$ cat src/logic/tlbm_defines.vh
/*
 Constants for the translation-table maintenance block: instruction
 encodings, staging register field positions, reset values.
 Assumes 32-bit staging register layouts of the system coprocessor.
*/
`ifndef TLBM_DEFINES_VH
`define TLBM_DEFINES_VH

// Instruction word fields
`define TLBM_OPC_HI          31
`define TLBM_OPC_LO          26
`define TLBM_OPC_SYSCOP      6'h10
`define TLBM_COP_FLAG_BIT    25
`define TLBM_ZERO_HI         24
`define TLBM_ZERO_LO         6
`define TLBM_FUNC_HI         5
`define TLBM_FUNC_LO         0
`define TLBM_FUNC_RD_IDX     6'h01
`define TLBM_FUNC_WR_IDX     6'h02
`define TLBM_FUNC_WR_RND     6'h06

// entry_high_reg fields
`define TLBM_VPN_HI          31
`define TLBM_VPN_LO          13
`define TLBM_ADDRESS_SPACE_ID_HI         7
`define TLBM_ADDRESS_SPACE_ID_LO         0
// Page low register fields
`define TLBM_PFN_HI          25
`define TLBM_PFN_LO          6
`define TLBM_CDV_HI          5
`define TLBM_CDV_LO          1
`define TLBM_GLOBAL_BIT      0
// page_size_mask_reg mask field
`define TLBM_MASK_HI         28
`define TLBM_MASK_LO         13

// Reset value of staging registers
`define TLBM_REG_RST         32'h00000000

`endif

$ cat src/logic/tlbm_entry_ram.v
/*
 Translation table storage: one word per entry, one write port and
 two combinational read ports (read-back and multiple-match scan).
 Assumes a single clock; write data is ready in the write cycle.
*/
`timescale 1ns/1ns
`default_nettype none

module tlbm_entry_ram #(
	parameter WIDTH     = 64,
	parameter DEPTH     = 16,
	parameter IDX_W     = 4
) (
	input  wire             clk,
	input  wire             wr_en,
	input  wire [IDX_W-1:0] wr_idx,
	input  wire [WIDTH-1:0] wr_data,
	input  wire [IDX_W-1:0] rd_idx,
	output wire [WIDTH-1:0] rd_data,
	input  wire [IDX_W-1:0] scan_idx,
	output wire [WIDTH-1:0] scan_data
);

	reg [WIDTH-1:0] mem [0:DEPTH-1];

	// Storage only: no reset, valid bits are set by every write and never cleared
	always @(posedge clk)
	begin
		if (wr_en)
			mem[wr_idx] <= wr_data;
	end

	// Async read ports
	assign rd_data   = mem[rd_idx];
	assign scan_data = mem[scan_idx];

endmodule // tlbm_entry_ram

`default_nettype wire

$ cat src/logic/tlbm_maint.v
/*
 Translation table maintenance: indexed write, random write and
 indexed read of table entries, with mask trimming, shared-bit
 combining, multiple-match check and privilege check.
 Assumes the pipeline presents each instruction for at least one edge
 with BUSY low, and that all inputs come from logic on CLK.
*/
// How it works
// - Indexed write copies four staging registers into entry at index register.
// - Indexed write decoded: opcode 010000, op flag one, zero field, function 000010.
// - Random write does the same at the entry chosen by random register.
// - Page-pair number bits under mask ones may be cleared on write.
// - Frame number bits under mask ones may be cleared on write.
// - Mask least bit lines up with page and frame number least bits.
// - Stored shared bit is AND of even and odd staging shared bits.
// - Multiple matching entries on a write raise a machine check.
// - Multiple matches reported only on writes, never on reads.
// - Without coprocessor access, signal coprocessor unusable, do nothing.
// - Indexed read with out-of-range index is undefined, not guarded.
// - Indexed read loads all four staging registers from indexed entry.
// - Read returns the single shared bit into both page low registers.
`timescale 1ns/1ns
`default_nettype none
`include "tlbm_defines.vh"

module tlbm_maint #(
	parameter ENTRIES  = 16,
	parameter IDX_W    = 4,
	parameter CLR_MASK = 1'b1
) (
	input  wire             CLK,
	input  wire             SYS_RST,
	input  wire             INSTR_VALID,
	input  wire [31:0]      INSTR_WORD,
	input  wire             SYSCOP_USABLE,
	input  wire [IDX_W-1:0] INDEX_REG,
	input  wire [IDX_W-1:0] RANDOM_REG,
	input  wire             STAGE_WR_EN,
	input  wire [31:0]      ENTRY_HIGH_IN,
	input  wire [31:0]      EVEN_LO_IN,
	input  wire [31:0]      ODD_LO_IN,
	input  wire [31:0]      MASK_IN,
	output reg  [31:0]      ENTRY_HIGH_REG,
	output reg  [31:0]      EVEN_PAGE_LO_REG,
	output reg  [31:0]      ODD_PAGE_LO_REG,
	output reg  [31:0]      PAGE_SIZE_MASK_REG,
	output reg              INSTR_DONE,
	output reg              COP_UNUSABLE,
	output reg              MACHINE_CHECK,
	output reg              BUSY
);

	// Entry word: mask 16, vpn 19, address_space_id 8, physical_frame_number_even 20, cdv0 5, physical_frame_number_odd 20, cdv1 5, g 1, valid 1
	localparam WIDTH = 95;
	localparam [4:0] ST_IDLE = 5'h01;
	localparam [4:0] ST_WR   = 5'h02;
	localparam [4:0] ST_SCAN = 5'h04;
	localparam [4:0] ST_RD   = 5'h08;
	localparam [4:0] ST_DONE = 5'h10;
	// Last scan slot kept at integer width; compared against a padded counter
	localparam LAST = ENTRIES - 1;

	reg [4:0]       state_ff;
	reg [4:0]       nxt_state;
	reg [IDX_W-1:0] slot_ff;
	reg [IDX_W-1:0] scan_ff;
	reg             multi_ff;
	wire [WIDTH-1:0] rd_data;
	wire [WIDTH-1:0] scan_data;

	// Instruction decode
	wire is_syscop = INSTR_WORD[`TLBM_OPC_HI:`TLBM_OPC_LO] == `TLBM_OPC_SYSCOP;
	wire body_ok   = INSTR_WORD[`TLBM_COP_FLAG_BIT]
		&& (INSTR_WORD[`TLBM_ZERO_HI:`TLBM_ZERO_LO] == 19'h00000);
	wire [5:0] func = INSTR_WORD[`TLBM_FUNC_HI:`TLBM_FUNC_LO];
	// Words that match none of the three are ignored, no fault raised
	wire dec_wi = is_syscop && body_ok && func == `TLBM_FUNC_WR_IDX;
	wire dec_wr = is_syscop && body_ok && func == `TLBM_FUNC_WR_RND;
	wire dec_rd = is_syscop && body_ok && func == `TLBM_FUNC_RD_IDX;
	wire dec_any = dec_wi | dec_wr | dec_rd;

	// Mask trimming, mask lsb at page-number lsb
	wire [15:0] mask   = PAGE_SIZE_MASK_REG[`TLBM_MASK_HI:`TLBM_MASK_LO];
	wire [15:0] trim   = CLR_MASK ? mask : 16'h0000;
	wire [18:0] vpn_w  = ENTRY_HIGH_REG[`TLBM_VPN_HI:`TLBM_VPN_LO] & ~{3'h0, trim};
	wire [19:0] physical_frame_number_even_w = EVEN_PAGE_LO_REG[`TLBM_PFN_HI:`TLBM_PFN_LO] & ~{4'h0, trim};
	wire [19:0] physical_frame_number_odd_w = ODD_PAGE_LO_REG[`TLBM_PFN_HI:`TLBM_PFN_LO] & ~{4'h0, trim};
	wire g_w = EVEN_PAGE_LO_REG[`TLBM_GLOBAL_BIT] & ODD_PAGE_LO_REG[`TLBM_GLOBAL_BIT];

	// Entry word built from staging registers
	wire [WIDTH-1:0] wr_word = {mask, vpn_w,
		ENTRY_HIGH_REG[`TLBM_ADDRESS_SPACE_ID_HI:`TLBM_ADDRESS_SPACE_ID_LO],
		physical_frame_number_even_w, EVEN_PAGE_LO_REG[`TLBM_CDV_HI:`TLBM_CDV_LO],
		physical_frame_number_odd_w, ODD_PAGE_LO_REG[`TLBM_CDV_HI:`TLBM_CDV_LO],
		g_w, 1'b1};

	// Fields of the scanned entry
	wire [15:0] s_mask = scan_data[94:79];
	wire [18:0] s_vpn  = scan_data[78:60];
	wire [7:0]  s_address_space_id = scan_data[59:52];
	wire        s_g    = scan_data[1];
	wire        s_ok   = scan_data[0];
	wire [18:0] cmp_m  = ~({3'h0, s_mask} | {3'h0, mask});
	// The wider of the two pages sets the compare; the slot being replaced is skipped
	wire s_hit = s_ok && scan_ff != slot_ff
		&& ((s_vpn & cmp_m) == (vpn_w & cmp_m))
		&& (s_g | g_w | s_address_space_id == ENTRY_HIGH_REG[`TLBM_ADDRESS_SPACE_ID_HI:`TLBM_ADDRESS_SPACE_ID_LO]);

	// Read-back and scan use separate read ports so a scan never blocks a read.
	// Entries never written have no defined valid bit: fill the table first.
	tlbm_entry_ram #(
		.WIDTH     (WIDTH),
		.DEPTH     (ENTRIES),
		.IDX_W     (IDX_W)
	) u_ram (
		.clk       (CLK),
		.wr_en     (state_ff == ST_WR),
		.wr_idx    (slot_ff),
		.wr_data   (wr_word),
		.rd_idx    (slot_ff),
		.rd_data   (rd_data),
		.scan_idx  (scan_ff),
		.scan_data (scan_data)
	);

	// Sequencer; scan runs before the write so a clash is seen against old contents
	always @*
	begin
		nxt_state = state_ff;
		case (state_ff)
			ST_IDLE:
				if (INSTR_VALID && dec_any && SYSCOP_USABLE)
					nxt_state = dec_rd ? ST_RD : ST_SCAN;
				// Without access, finish at once and leave the table alone
				else if (INSTR_VALID && dec_any)
					nxt_state = ST_DONE;
			// Scan visits every slot once, then the write follows
			ST_SCAN: if ({{(32-IDX_W){1'b0}}, scan_ff} == LAST) nxt_state = ST_WR;
			ST_WR:   nxt_state = ST_DONE;
			ST_RD:   nxt_state = ST_DONE;
			ST_DONE: nxt_state = ST_IDLE;
			default: nxt_state = ST_IDLE;
		endcase
	end

	// State, slot and match tracking
	always @(posedge CLK)
	begin
		if (SYS_RST)
		begin
			state_ff <= ST_IDLE;
			slot_ff  <= {IDX_W{1'b0}};
			scan_ff  <= {IDX_W{1'b0}};
			multi_ff <= 1'b0;
		end
		else
		begin
			state_ff <= nxt_state;
			if (state_ff == ST_IDLE)
			begin
				// Index assumed in range by software; no guard
				slot_ff  <= dec_wr ? RANDOM_REG : INDEX_REG;
				scan_ff  <= {IDX_W{1'b0}};
				multi_ff <= 1'b0;
			end
			else if (state_ff == ST_SCAN)
			begin
				// Wraps to zero after the last slot; cleared on the next take anyway
				scan_ff  <= scan_ff + {{(IDX_W-1){1'b0}}, 1'b1};
				multi_ff <= multi_ff | s_hit;
			end
		end
	end

	// Staging registers, status outputs
	always @(posedge CLK)
	begin
		if (SYS_RST)
		begin
			ENTRY_HIGH_REG     <= `TLBM_REG_RST;
			EVEN_PAGE_LO_REG   <= `TLBM_REG_RST;
			ODD_PAGE_LO_REG    <= `TLBM_REG_RST;
			PAGE_SIZE_MASK_REG <= `TLBM_REG_RST;
			INSTR_DONE         <= 1'b0;
			COP_UNUSABLE       <= 1'b0;
			MACHINE_CHECK      <= 1'b0;
			BUSY               <= 1'b0;
		end
		else
		begin
			// Pulses follow the next state so they line up with the state change
			INSTR_DONE    <= nxt_state == ST_DONE;
			BUSY          <= nxt_state != ST_IDLE;
			COP_UNUSABLE  <= state_ff == ST_IDLE && INSTR_VALID && dec_any
				&& !SYSCOP_USABLE;
			// Only the write path raises the check; reads never do
			MACHINE_CHECK <= state_ff == ST_WR && multi_ff;
			// Read trims page-pair bits again; harmless, the stored copy is trimmed
			if (state_ff == ST_RD)
			begin
				PAGE_SIZE_MASK_REG <= {3'h0, rd_data[94:79], 13'h0000};
				ENTRY_HIGH_REG     <= {rd_data[78:60] & ~{3'h0, rd_data[94:79]},
					5'h00, rd_data[59:52]};
				EVEN_PAGE_LO_REG   <= {6'h00, rd_data[51:32], rd_data[31:27],
					rd_data[1]};
				ODD_PAGE_LO_REG    <= {6'h00, rd_data[26:7], rd_data[6:2],
					rd_data[1]};
			end
			else if (STAGE_WR_EN && state_ff == ST_IDLE)
			begin
				// Loads only while idle, so a scan and its write see one image
				ENTRY_HIGH_REG     <= ENTRY_HIGH_IN;
				EVEN_PAGE_LO_REG   <= EVEN_LO_IN;
				ODD_PAGE_LO_REG    <= ODD_LO_IN;
				PAGE_SIZE_MASK_REG <= MASK_IN;
			end
		end
	end

endmodule // tlbm_maint

`default_nettype wire

$ cat config.mk
export PLATFORM = sky130hd
export DESIGN_NAME = tlbm_maint
export DESIGN_NICKNAME = d
export VERILOG_FILES = /design/src/logic/tlbm_entry_ram.v /design/src/logic/tlbm_maint.v
export VERILOG_INCLUDE_DIRS = /design/src /design/src/logic
export SDC_FILE = /design/constraint.sdc
export NUM_CORES = 2
export LEC_CHECK = 0
export BUFFER_PORTS_ARGS = -buffer_cell sky130_fd_sc_hd__buf_2
export CORE_ASPECT_RATIO = 0.8
export CORE_MARGIN = 2
export CORE_UTILIZATION = 45
export CTS_BUF_LIST = sky130_fd_sc_hd__clkbuf_4
export DETAILED_ROUTE_END_ITERATION = 6
export REMOVE_ABC_BUFFERS = 1
export SLEW_MARGIN = 10
export SYNTH_ARGS = -nofsm -noshare
export SYNTH_HDL_FRONTEND = slang
export SYNTH_HIERARCHICAL = 1
export SYNTH_SLANG_ARGS = --single-unit
export TNS_END_PERCENT = 5
$ cat constraint.sdc
create_clock -name CLK -period 14.6 [get_ports CLK]
set_input_delay 2.92 -clock CLK [delete_from_list [all_inputs] [get_ports CLK]]
set_output_delay 2.92 -clock CLK [all_outputs]
set_load 0.03 [all_outputs]
==> results.sh <==
export IMPL_final_util=0.5116
export IMPL_leakage_nw=25.36
export IMPL_grt_overflow_total=0
export IMPL_core_area_mm2=0.1521
export IMPL_postCtsSetupBuffers=0
export IMPL_gp_congestion=0.7365
export IMPL_cp_cell_sequence="buf_2"
export IMPL_grt_max_degree=110
export IMPL_cts_tree="done"
export IMPL_wl_met2_um=90090
export IMPL_dp_hpwl_um=95320
export IMPL_p_clk_frac=0.403
export IMPL_ioPinCount=305
export IMPL_arrival_ns=2.50
export IMPL_crit_fanout=22
export IMPL_drcViolationCount=0
export IMPL_viasPerCell=5.950
export IMPL_final_antenna_net_count=0
export IMPL_timing_final_max_slew_violations=0
export IMPL_met3_wirelength_um=13410
export IMPL_cts_resized_gates=0
export IMPL_fin_crit_ns=5.420
export IMPL_postSynthAreaPerCell_um2=19.00
export IMPL_r2r_start="slot_ff[1]"
export IMPL_fmax_mhz=184.5
export IMPL_p_int_w=0.007378
export IMPL_ir_drop_mv=0.06275
export IMPL_grt_setup_unrepaired="false"
export IMPL_core_rowCount=128
export IMPL_synth_area_mm2=0.06886
export IMPL_ctsHoldBuffers=0
export IMPL_worst_ep_required_time_ns=11.68
export IMPL_cts_sinks=1666
export IMPL_min_to="ODD_PAGE_LO_REG[30]"
export IMPL_fin_skew_ns=0.1055
export IMPL_area_growth_pct=13.04
export IMPL_grt_pass1_vias=39953
export IMPL_regToRegSetupSlack_ns=9.60
export IMPL_cts_root_buffer="clkbuf_4"
export IMPL_syn_inst=3624
export IMPL_initial_core_util=0.4526
export IMPL_seq_power_share=0.549
export IMPL_place_port_buffers=304
export IMPL_switchingPower_w=0.002189
export IMPL_setup_violations=0
export IMPL_initialDrtViolationCount=3638
export IMPL_dr_pass1_iters=5
export IMPL_hp_start="ODD_PAGE_LO_REG[30]"
export IMPL_wl_um=184000
export IMPL_crit_type="reg2out"
export IMPL_die_h_um=353.9
export IMPL_reg2regPathDepth=9
export IMPL_htree_num_levels=5
export IMPL_power_frac_comb=0.048
export IMPL_startpoint_type="flip-flop"
export IMPL_wl_met1_um=76270
export IMPL_drive_gt1_frac=0.3637
export IMPL_die_x_um=441.3
export IMPL_status="complete, no violations"
export IMPL_critPathBufInv=1
export IMPL_r2r_end="ENTRY_HIGH_REG[20]"
export IMPL_die_area_mm2=0.1562
export IMPL_holdPathStages=2
export IMPL_crit_cells=1
export IMPL_hold_class="reg2reg"
export IMPL_yosysWarnings=6
export IMPL_swShare=0.2288
export IMPL_grt_pass1_wl_um=266800
export IMPL_max_cap_violations=0
export IMPL_cts_buffer_depth=4
export IMPL_fin_nets=4358
export IMPL_max_slew_worst_pin_slew_ns=1.167
export IMPL_crit_slowest_cell="dfxtp_1"
export IMPL_highest_layer="met5"
export IMPL_insertion_delay_ns=1.34
export IMPL_antenna_found_initial=5
export IMPL_relSlewSlack=0.2223
export IMPL_worst_path_largest_cell_delay_ns=0.89
export IMPL_tns_ns=0
export IMPL_critPathTopFamily="flip-flops"
export IMPL_cts_made_buffers=421
export IMPL_endpoint_kind="output port"
export IMPL_path_clk_slew_ns=0.07
export IMPL_p_per_area_mw_per_mm2=122.9
export IMPL_fin_crit_sh=0.3712
export IMPL_fillers=12549
export IMPL_finalHoldViolations=0
export IMPL_grt_total_usage=0.2353
export IMPL_wl_per_cell_um=28.23
export IMPL_vias=38794
-- power groups by stage --
stage | combinational, W | sequential (W) | clock, W
finish | 0.000457 | 0.00526 | 0.00386
global route | 0.000491 | 0.00526 | 0.00422
CTS | 0.000463 | 0.00526 | 0.00397
detailed placement | 0.000463 | 0.00536 | 0
global placement | 0.000460 | 0.00536 | 0
floorplan | 0.000340 | 0.00543 | 0
-- metrics by stage --
stage | instances | setup slack (ns) | hold WS [ns] | instance area [µm²] | total power, W
3_3_place_gp | 5776 | 8.953 | 0.4392 | 72620 | 0.005819
5_1_grt | 6520 | 8.956 | 0.4684 | 77830 | 0.009966
3_5_place_dp | 5776 | 8.891 | 0.4430 | 72620 | 0.005824
2_1_floorplan | 3356 | -25.67 | 0.4206 | 67600 | 0.005766
6_report | 6520 | 9.180 | 0.4512 | 77830 | 0.009568
4_1_cts | 6511 | 8.990 | 0.4518 | 77810 | 0.009690
-- sequential cells by signal, indices dropped and copies added (netlist names), 4 cells and up --
signal	flops
ODD_PAGE_LO_REG	32
ENTRY_HIGH_REG	32
EVEN_PAGE_LO_REG	32
slot_ff	4
state_ff	5
scan_ff	4
PAGE_SIZE_MASK_REG	32
u_ram/mem	1520
-- placed cells by master, fill, tap and decap left out, types with 4 or more instances in the layout --
cell type and instances:
nor4_2 4, bufinv_16 6, nor3_1 25, dfxtp_1 142
conb_1 16, edfxtp_1 1520, a31oi_1 4, nor2b_1 50
a211oi_2 4, a21oi_1 49, xnor2_1 24, nand2b_1 4
clkbuf_4 600, nand2_1 400, a311oi_1 93, nand3b_1 5
nor2b_4 4, mux2i_1 5, buf_4 99, nor2_4 14
nor2_1 84, dfxtp_4 4, clkinv_1 112, clkinv_2 13
xor2_1 10, nor4_1 5, buf_2 303, inv_2 4
diode_2 9, nor3_2 6, mux4_2 556, a22oi_1 278
nand4_1 5, inv_1 17
-- routing by layer --
metal  GRT usage  vias to the layer above
met2      0.3786                     1631
met4     0.07354                        4
met5           0                        -
met1      0.3264                    20423
li1            -                    16411
met3     0.04535                      325
-- worst max-delay path by stage --
stage / from / endpoint
global route: PAGE_SIZE_MASK_REG[26] / PAGE_SIZE_MASK_REG[26]
global placement: STAGE_WR_EN / ENTRY_HIGH_REG[18]
CTS: PAGE_SIZE_MASK_REG[26] / PAGE_SIZE_MASK_REG[26]
floorplan: slot_ff[0] / u_ram/mem[0][0]
finish: PAGE_SIZE_MASK_REG[26] / PAGE_SIZE_MASK_REG[26]
detailed placement: STAGE_WR_EN / ODD_PAGE_LO_REG[8]
-- worst register-to-register path, stage by stage (launching register included) --
cell	delay, ns
dfxtp_4	0.93
buf_4	0.74
buf_4	0.97
buf_4	0.96
mux4_2	0.48
a22oi_1	0.22
nand2_1	0.20
inv_1	0.09
a21oi_1	0.06
a311oi_1	0.25
-- cell type report --
class	instances	area, µm²	area share
antenna	9	22.52	0.0002894
clock buffer	600	4504	0.05787
clock inverter	135	685.7	0.008809
inverter	18	67.56	0.0008681
multi-input combinational	1672	19140	0.2459
sequential	1666	48580	0.6242
tap	2015	2521	0.03239
timing repair buffer	405	2311	0.02969
(Power assumes the default switching activity.)
